<file path="src/rtl/mdlc_defines.vh">
`ifndef MDLC_DEFINES_VH
`define MDLC_DEFINES_VH

// ----------------------------------------------------------------
// Register windows and offsets
// ----------------------------------------------------------------
`define MDLC_WIN_LATE_COLL 3'h6
`define MDLC_OFF_LATE_COLL 4'h4
`define MDLC_WIN_MAC_SET 3'h3
`define MDLC_OFF_MAC_SET 4'h6
`define MDLC_OFF_STATUS 4'he

// ----------------------------------------------------------------
// Settings register layout and reset value
// ----------------------------------------------------------------
`define MDLC_MAC_SET_RESET 16'h0000
`define MDLC_MAC_SET_USED 16'h007f
`define MDLC_BIT_EXT_DEFER 0
`define MDLC_FLD_DEFER_HI 4
`define MDLC_FLD_DEFER_LO 1
`define MDLC_BIT_TWO_WAY 5
`define MDLC_BIT_BIG_FRAME 6
`define MDLC_BIT_NEED_READ 7

// ----------------------------------------------------------------
// Late collision counter
// ----------------------------------------------------------------
`define MDLC_CNT_ZERO 8'h00
`define MDLC_CNT_ONE 8'h01
`define MDLC_CNT_MID 8'h80

// ----------------------------------------------------------------
// Timing
// ----------------------------------------------------------------
`define MDLC_CLK_PERIOD_NS 10
`define MDLC_BIT_NS_10M 100
`define MDLC_BIT_NS_100M 10
`define MDLC_SLOT_BITS 10'd512
`define MDLC_IFS_BITS 10'd96
`define MDLC_EXTRA_STEP_BITS 10'd32
`define MDLC_EXTRA_MIN_CODE 4'h2

// ----------------------------------------------------------------
// Receive frame size limits, header through payload
// ----------------------------------------------------------------
`define MDLC_OVERSIZE_STD 13'd1515
`define MDLC_OVERSIZE_BIG 13'd4491
`define MDLC_FCS_BYTES 13'd4

`endif

</file>
<file path="src/rtl/mdlc_defer_timer.v">
`timescale 1ns/1ps
`include "mdlc_defines.vh"

module mdlc_defer_timer (
	input wire clk_sys,
	input wire resetn,
	input wire ce,
	input wire bitTick,
	input wire mediumBusy,
	input wire txSuccess,
	input wire extendOn,
	input wire [3:0] extraCode,
	output wire deferDone
);

// Wide enough for the longest gap, standard plus largest extra
reg [9:0] remainBits;
wire [9:0] extraBits;
wire [9:0] codeLess;
wire [19:0] extraProd;

assign codeLess = {6'h00, extraCode} - 10'd1;
assign extraProd = codeLess * `MDLC_EXTRA_STEP_BITS;
// RULE9: extra bit times
// RULE10: code ignored when off
assign extraBits = (!extendOn || extraCode < `MDLC_EXTRA_MIN_CODE) ? 10'd0 : extraProd[9:0];

// ----------------------------------------------------------------
// Gap counter, reloaded by activity, counted down while idle
// ----------------------------------------------------------------
always @(posedge clk_sys or negedge resetn) begin
	if (!resetn) begin
		remainBits <= 10'd0;
	end else if (ce) begin
		if (txSuccess) begin
			// RULE7: longer gap after success
			remainBits <= `MDLC_IFS_BITS + extraBits;
		end else if (mediumBusy) begin
			// RULE8: standard gap
			remainBits <= `MDLC_IFS_BITS;
		end else if (bitTick && remainBits != 10'd0) begin
			remainBits <= remainBits - 10'd1;
		end
	end
end

assign deferDone = !mediumBusy && remainBits == 10'd0;

endmodule

</file>
<file path="src/rtl/mdlc_late_counter.v">
`timescale 1ns/1ps
`include "mdlc_defines.vh"

module mdlc_late_counter (
	input wire clk_sys,
	input wire resetn,
	input wire ce,
	input wire countEvent,
	input wire readClear,
	output reg [7:0] count,
	output wire passedMid
);

// RULE3: crossing past midpoint
assign passedMid = countEvent && count == `MDLC_CNT_MID;

always @(posedge clk_sys or negedge resetn) begin
	if (!resetn) begin
		count <= `MDLC_CNT_ZERO;
	end else if (ce) begin
		if (readClear && countEvent) begin
			// RULE17: event kept on clear
			count <= `MDLC_CNT_ONE;
		end else if (readClear) begin
			// RULE4: clear on read
			count <= `MDLC_CNT_ZERO;
		end else if (countEvent) begin
			// RULE2: wraps after all ones
			count <= count + `MDLC_CNT_ONE;
		end
	end
end

endmodule

</file>
<file path="src/rtl/mdlc_top.v">
// Function
// RULE1: Count each late collision on every transmit attempt, several per frame possible.
// RULE2: Late collision counter is eight bits and wraps to zero after all ones.
// RULE3: Raise statistics-update indication when the counter counts past its midpoint.
// RULE4: Reading the late collision counter returns its value, then clears it.
// RULE5: Counting happens only after the host issues the statistics-enable command.
// RULE6: The sixteen-bit settings register resets to zero, all special modes off.
// RULE7: Extended deference bit lengthens the gap after each successful transmission.
// RULE8: Without extended deference use standard gap timing, scaled at the higher rate.
// RULE9: Defer code adds nothing for 0 and 1, else (n-1)*32 bit times.
// RULE10: The defer code is ignored while extended deference is off.
// RULE11: Two-way simultaneous bit stops deferring to receive activity.
// RULE12: Two-way mode masks carrier from transmitter and halts lost-carrier counting.
// RULE13: Host issues transmitter and receiver reset after changing two-way mode.
// RULE14: Big frame bit moves the too-long limit from 1515 to 4491 bytes.
// RULE15: Compared length counts addresses and type field, but not the FCS.
// RULE16: Update indication shows at status bit 7, cleared after all counters read.
// RULE17: A late collision during a clearing read is kept, leaving count one.
// RULE18: A collision after the first 512 bit times of an attempt is late.
`timescale 1ns/1ps
`include "mdlc_defines.vh"

module mdlc_top (
	input wire clk_sys,
	input wire resetn,
	input wire ce,
	input wire [2:0] ioWindow,
	input wire [3:0] ioAddr,
	input wire ioRd,
	input wire ioWr,
	input wire [15:0] ioWrData,
	output reg [15:0] ioRdData,
	input wire otherStatsRead,
	input wire countingTurnOnCmd,
	input wire linkIs100,
	input wire txAttemptStart,
	input wire txActive,
	input wire txSuccess,
	input wire collisionPin,
	input wire carrierPin,
	input wire rxFrameStart,
	input wire rxByteStrobe,
	input wire rxFrameEnd,
	output wire txMayStart,
	output wire carrierToTx,
	output wire lostCarrierCountOn,
	output reg frameTooLongError,
	output reg countersNeedReading,
	output wire extendedDeferenceOn,
	output wire [3:0] extraDeferTimeCode,
	output wire twoWaySimultaneousOn,
	output wire bigFrameLimitSelect,
	output wire [7:0] lateCollisionCount
);

// Clock cycles per bit time at each link rate
localparam integer CYC_10M_WIDE = `MDLC_BIT_NS_10M / `MDLC_CLK_PERIOD_NS;
localparam integer CYC_100M_WIDE = `MDLC_BIT_NS_100M / `MDLC_CLK_PERIOD_NS;
localparam [3:0] CYC_PER_BIT_10M = CYC_10M_WIDE[3:0];
localparam [3:0] CYC_PER_BIT_100M = CYC_100M_WIDE[3:0];

// ----------------------------------------------------------------
// Declarations
// ----------------------------------------------------------------
reg [15:0] macSettings;
reg countingOn;
reg collSync1;
reg collSync2;
reg collSeen;
reg carrSync1;
reg carrSync2;
reg [3:0] bitCycle;
reg [9:0] attemptBits;
reg [12:0] rxBytes;
reg rxInFrame;
reg lateReadSinceSet;
reg otherReadSinceSet;
wire [3:0] cycPerBit;
wire bitTick;
wire collRise;
wire lateEvent;
wire lateCountEvent;
wire passedMid;
wire mediumBusy;
wire deferDone;
wire readLate;
wire readStatus;
wire writeSettings;
wire [12:0] sizeLimit;

function sel;
	input [2:0] win;
	input [3:0] addr;
	input [2:0] wantWin;
	input [3:0] wantAddr;
	begin
		sel = win == wantWin && addr == wantAddr;
	end
endfunction

// ----------------------------------------------------------------
// Register decode
// ----------------------------------------------------------------
assign readLate = ioRd && sel(ioWindow, ioAddr, `MDLC_WIN_LATE_COLL, `MDLC_OFF_LATE_COLL);
assign readStatus = ioRd && ioAddr == `MDLC_OFF_STATUS;
assign writeSettings = ioWr && sel(ioWindow, ioAddr, `MDLC_WIN_MAC_SET, `MDLC_OFF_MAC_SET);

// ----------------------------------------------------------------
// Settings register
// ----------------------------------------------------------------
always @(posedge clk_sys or negedge resetn) begin
	if (!resetn) begin
		// RULE6: all modes off
		macSettings <= `MDLC_MAC_SET_RESET;
	end else if (ce && writeSettings) begin
		macSettings <= ioWrData & `MDLC_MAC_SET_USED;
	end
end

assign extendedDeferenceOn = macSettings[`MDLC_BIT_EXT_DEFER];
assign extraDeferTimeCode = macSettings[`MDLC_FLD_DEFER_HI:`MDLC_FLD_DEFER_LO];
assign twoWaySimultaneousOn = macSettings[`MDLC_BIT_TWO_WAY];
assign bigFrameLimitSelect = macSettings[`MDLC_BIT_BIG_FRAME];

// ----------------------------------------------------------------
// Read data
// ----------------------------------------------------------------
always @(posedge clk_sys or negedge resetn) begin
	if (!resetn) begin
		ioRdData <= 16'h0000;
	end else if (ce && ioRd) begin
		if (readLate) begin
			ioRdData <= {8'h00, lateCollisionCount};
		end else if (sel(ioWindow, ioAddr, `MDLC_WIN_MAC_SET, `MDLC_OFF_MAC_SET)) begin
			ioRdData <= macSettings;
		end else if (readStatus) begin
			// RULE16: status bit 7
			ioRdData <= {8'h00, countersNeedReading, 7'h00};
		end else begin
			ioRdData <= 16'h0000;
		end
	end
end

// ----------------------------------------------------------------
// Pin synchronisers
// ----------------------------------------------------------------
always @(posedge clk_sys or negedge resetn) begin
	if (!resetn) begin
		collSync1 <= 1'b0;
		collSync2 <= 1'b0;
		collSeen <= 1'b0;
		carrSync1 <= 1'b0;
		carrSync2 <= 1'b0;
	end else if (ce) begin
		collSync1 <= collisionPin;
		collSync2 <= collSync1;
		collSeen <= collSync2;
		carrSync1 <= carrierPin;
		carrSync2 <= carrSync1;
	end
end

assign collRise = collSync2 && !collSeen;

// ----------------------------------------------------------------
// Bit time tick
// ----------------------------------------------------------------
// RULE8: bit time scaled by rate
assign cycPerBit = linkIs100 ? CYC_PER_BIT_100M : CYC_PER_BIT_10M;

always @(posedge clk_sys or negedge resetn) begin
	if (!resetn) begin
		bitCycle <= 4'h0;
	end else if (ce) begin
		if (bitTick) begin
			bitCycle <= 4'h0;
		end else begin
			bitCycle <= bitCycle + 4'h1;
		end
	end
end

assign bitTick = bitCycle >= cycPerBit - 4'h1;

// ----------------------------------------------------------------
// Late collision detection
// ----------------------------------------------------------------
always @(posedge clk_sys or negedge resetn) begin
	if (!resetn) begin
		attemptBits <= 10'd0;
	end else if (ce) begin
		if (txAttemptStart) begin
			attemptBits <= 10'd0;
		end else if (txActive && bitTick && attemptBits < `MDLC_SLOT_BITS) begin
			attemptBits <= attemptBits + 10'd1;
		end
	end
end

// RULE18: past first slot time
// RULE1: every attempt watched
assign lateEvent = collRise && txActive && attemptBits >= `MDLC_SLOT_BITS;

always @(posedge clk_sys or negedge resetn) begin
	if (!resetn) begin
		countingOn <= 1'b0;
	end else if (ce && countingTurnOnCmd) begin
		countingOn <= 1'b1;
	end
end

// RULE5: only after enable command
assign lateCountEvent = lateEvent && countingOn;

mdlc_late_counter u_late_counter (
	.clk_sys(clk_sys),
	.resetn(resetn),
	.ce(ce),
	.countEvent(lateCountEvent),
	.readClear(readLate),
	.count(lateCollisionCount),
	.passedMid(passedMid)
);

// ----------------------------------------------------------------
// Statistics update indication
// ----------------------------------------------------------------
always @(posedge clk_sys or negedge resetn) begin
	if (!resetn) begin
		countersNeedReading <= 1'b0;
		lateReadSinceSet <= 1'b0;
		otherReadSinceSet <= 1'b0;
	end else if (ce) begin
		if (passedMid) begin
			// RULE3: set wins over clear
			countersNeedReading <= 1'b1;
			lateReadSinceSet <= 1'b0;
			otherReadSinceSet <= 1'b0;
		end else if (countersNeedReading) begin
			// RULE16: clear after all read
			if ((lateReadSinceSet || readLate) && (otherReadSinceSet || otherStatsRead)) begin
				countersNeedReading <= 1'b0;
				lateReadSinceSet <= 1'b0;
				otherReadSinceSet <= 1'b0;
			end else begin
				lateReadSinceSet <= lateReadSinceSet || readLate;
				otherReadSinceSet <= otherReadSinceSet || otherStatsRead;
			end
		end
	end
end

// ----------------------------------------------------------------
// Deference
// ----------------------------------------------------------------
// RULE12: carrier masked in two-way mode
assign carrierToTx = carrSync2 && !twoWaySimultaneousOn;
assign lostCarrierCountOn = !twoWaySimultaneousOn;
// RULE11: no deferring to receive
assign mediumBusy = txActive || carrierToTx;

mdlc_defer_timer u_defer_timer (
	.clk_sys(clk_sys),
	.resetn(resetn),
	.ce(ce),
	.bitTick(bitTick),
	.mediumBusy(mediumBusy),
	.txSuccess(txSuccess),
	.extendOn(extendedDeferenceOn),
	.extraCode(extraDeferTimeCode),
	.deferDone(deferDone)
);

assign txMayStart = deferDone;

// ----------------------------------------------------------------
// Oversized receive frame check
// ----------------------------------------------------------------
// RULE14: limit chosen by big frame bit
// RULE15: FCS excluded from length
assign sizeLimit = (bigFrameLimitSelect ? `MDLC_OVERSIZE_BIG : `MDLC_OVERSIZE_STD) + `MDLC_FCS_BYTES;

always @(posedge clk_sys or negedge resetn) begin
	if (!resetn) begin
		rxBytes <= 13'd0;
		rxInFrame <= 1'b0;
		frameTooLongError <= 1'b0;
	end else if (ce) begin
		frameTooLongError <= 1'b0;
		if (rxFrameStart) begin
			rxBytes <= 13'd0;
			rxInFrame <= 1'b1;
		end else if (rxFrameEnd && rxInFrame) begin
			rxInFrame <= 1'b0;
			frameTooLongError <= rxBytes >= sizeLimit;
		end else if (rxInFrame && rxByteStrobe && rxBytes != 13'h1fff) begin
			rxBytes <= rxBytes + 13'd1;
		end
	end
end

endmodule

</file>
<file path="config.mk">
export PLATFORM = sky130hd
export DESIGN_NAME = mdlc_top
export DESIGN_NICKNAME = d
export VERILOG_FILES = /design/src/rtl/mdlc_defer_timer.v /design/src/rtl/mdlc_late_counter.v /design/src/rtl/mdlc_top.v
export VERILOG_INCLUDE_DIRS = /design/src /design/src/rtl
export SDC_FILE = /design/constraint.sdc
export NUM_CORES = 1
export LEC_CHECK = 0
export BUFFER_PORTS_ARGS = -buffer_cell sky130_fd_sc_hd__buf_4
export CORE_MARGIN = 8
export CORE_UTILIZATION = 55
export DETAILED_ROUTE_END_ITERATION = 10
export PLACE_DENSITY = 0.79
export SLEW_MARGIN = 30
export SYNTH_ARGS = -nofsm -noshare
export SYNTH_HDL_FRONTEND = slang
export SYNTH_SLANG_ARGS = --single-unit
</file>
<file path="constraint.sdc">
create_clock -name clk_sys -period 5.8 [get_ports clk_sys]
set_input_delay 1.16 -clock clk_sys [delete_from_list [all_inputs] [get_ports clk_sys]]
set_output_delay 1.16 -clock clk_sys [all_outputs]
set_load 0.01 [all_outputs]
</file>
==> reports/results.ini <==
[synthesis]
yosys_warnings=0
synthArstFlopShare_pct=100
yosys-top-cells-area=dfrtp_1, ha_1, xor2_1
yosysUniqueCellTypes=61
ys_seq_area_share_pct=45.0
yosysTopAreaCellShare_pct=45.0
synth_edf_count=0
ys.flop_type=dfrtp_1
ys_ff_latch=71
synth_area_per_cell_um2=9.52
synth_area_um2=3950
synth_cells=415
synth_top_area_cell=dfrtp_1

[sta]
max_freq_ghz=0.291
rsz0062_at_grt=false
setup_tns_ns=0
min_period_ns=3.43
final.period_utilization_pct=59.2
timing.hold.ws_ns=0.469
fin_skew_ns=0.0124
worst_slack_ns=2.37
setup_viol=0
tightest_slew_ns=0.735
slew_headroom_pct=50.3
maxSlewViolCount=0
hold_violations=0

[critical_path]
critical_path_depth=6
crit_family=simple AND/OR/NAND/NOR gates
critical_path_arrival_ns=2.27
slowest_delay_ns=0.62
slowest_stage=nor4b_1
reg2reg_to=u_defer_timer.remainBits[6]$_DFFE_PN0P_
critical_path_class=flop to output port
start_kind=flop
critPathCapture=txMayStart
reg2reg_depth=7
crit_start=u_defer_timer.remainBits[0]$_DFFE_PN0P_
worstPathBufferInverterCount=2
end_kind=output port
crit_chain=inv_1 -> ha_1 -> nor4b_1 -> nand3_1 -> nor3_1 -> buf_4
crit-reg2reg-launch=bitCycle[0]$_DFFE_PN0P_
r2r_slack_ns=3.39
critical_path.max_fanout=5
required_ns=4.64

[clocking]
worstSkewPairLatency_ns=0.35
cts-resized-gates=0
cts.htree.levels=3
cts_hold_buf=0
cts_tree=built
post-cts-setup-buffers=0
cts-root-buf=clkbuf_8
clock_path_buffers=2
clkSlewWorstSetupHoldPaths_ns=0.08
clock-sinks=71
numCtsBuffers=9

[final_layout]
final_cell_mix=dfrtp_1, buf_4, nand2_1, nor2_1, o21ai_0
final_nets=520
syn_to_final_growth_pct=16.2
final_common_cell=dfrtp_1
antenna_cells=0
drive_gt1_share_pct=19.1

[run_status]
status=finished, final reports clean

[power]
max-vdd-ir-drop_mv=0.118
power.total_mw=1.14
p_per_area_nw_per_um2=249
leakage_nw=2.11

[min_path]
min_path_type=flop to flop
whs_path_depth=1

[routing]
post_drt_wl_per_cell_um=15.9
antenna_left=0
drt_wl_total_um=9060
drc=0
dr.pass1.iters=4
vias=3259
viasPerCell=5.71
drtIter0Drc=150

[job]
cap_violations=0

[die]
initial_core_util_pct=55.7
placementRows=31
die_w_um=101
dieArea_um2=10200
ios=75
core_area_um2=7100
die_y_um=101

[global_route]
grt_max_degree=72
grtUsageTotal_pct=18.5
grt-ovfl-total=0
antenna_found_initial=0
grt_pass1_vias=3220
grt_pass1_wl_um=15100

[place]
dp_hpwl_um=6440
place_congestion=0.869
port_buffers=57
post-place-ws_ns=2.56

==> report_power, final <==
group          internal, mW  leakage [nW]  switching (mW)
clock network         0.211         0.103           0.187
logic                0.0781          1.08           0.103
registers             0.527         0.929          0.0357
==> Yosys cell counts (5+ instances only) <==
| library cell | instances |
|---|---|
| a31oi_1 | 5 |
| xor2_1 | 19 |
| xnor2_1 | 6 |
| and2_1 | 8 |
| a22oi_1 | 7 |
| nor2_1 | 39 |
| mux2_2 | 8 |
| dfrtp_1 | 71 |
| o31ai_1 | 5 |
| a21oi_1 | 7 |
| buf_4 | 8 |
| o21ai_0 | 26 |
| nand4_1 | 14 |
| nand3_1 | 17 |
| nor3_1 | 13 |
| and3_1 | 9 |
| clkbuf_1 | 9 |
| nand2_1 | 40 |
| ha_1 | 14 |
| inv_1 | 20 |
==> per-layer routing <==
metal / part of all wire [%] / global-route usage (%) / vias up
li1: - / - / 1584
met1: 43 / 22.5 / 1574
met2: 49 / 31.0 / 87
met3: 6.2 / 3.94 / 14
met4: 1.6 / 7.44 / 0
met5: 0 / 0 / -
==> worst min-delay path by stage <==
| stage | end | from | slack (ns) |
|---|---|---|---|
| CTS | countingOn$_DFFE_PN0P_ | countingOn$_DFFE_PN0P_ | 0.47 |
| finish | countingOn$_DFFE_PN0P_ | countingOn$_DFFE_PN0P_ | 0.47 |
| detailed placement | countingOn$_DFFE_PN0P_ | countingOn$_DFFE_PN0P_ | 0.46 |
| floorplan | countingOn$_DFFE_PN0P_ | countingOn$_DFFE_PN0P_ | 0.43 |
| global placement | countingOn$_DFFE_PN0P_ | countingOn$_DFFE_PN0P_ | 0.45 |
| global route | countingOn$_DFFE_PN0P_ | countingOn$_DFFE_PN0P_ | 0.50 |
==> worst register-to-register path, stage by stage (launching register included) <==
cell and delay, ns:
dfrtp_1 0.40, inv_1 0.09, ha_1 0.23, or4b_1 0.50
a21o_1 0.35, o221ai_4 0.42, a21oi_1 0.08, o22a_2 0.24
==> registers in the layout, indices dropped and copies added (netlist names), 4 cells and up <==
register	flops
rxBytes	13
attemptBits	10
u_defer_timer.remainBits	10
ioRdData	8
u_late_counter.count	8
macSettings	7
bitCycle	4
==> cells by family after synthesis <==
group	count (synthesis)	synth area share, %
buf+inv	43	5.48
fa+ha+maj	14	4.43
flops	71	45.0
other cells	1	0.0949
simple gates	169	22.1
xor+xnor	25	5.54
compound gates	82	14.6
mux	10	2.79
==> area by class of cell <==
cell class,instances,area (um^2)
fill,599,2510
clock inverter,5,57.6
tap,99,124
clock buffer,11,141
sequential,71,1780
timing repair buffer,57,432
multi-input combinational,308,1980
inverter,20,75.1
==> stage by stage <==
step | instance area [um^2] | std cells | utilization (%)
3_3_place_gp | 4390 | 555 | 61.8
3_5_place_dp | 4390 | 555 | 61.8
2_1_floorplan | 3980 | 422 | -
5_1_grt | 4590 | 571 | 64.7
6_report | 4590 | 571 | 64.7
4_1_cts | 4590 | 571 | 64.6
No activity file was read; power rests on OpenSTA's default activity.
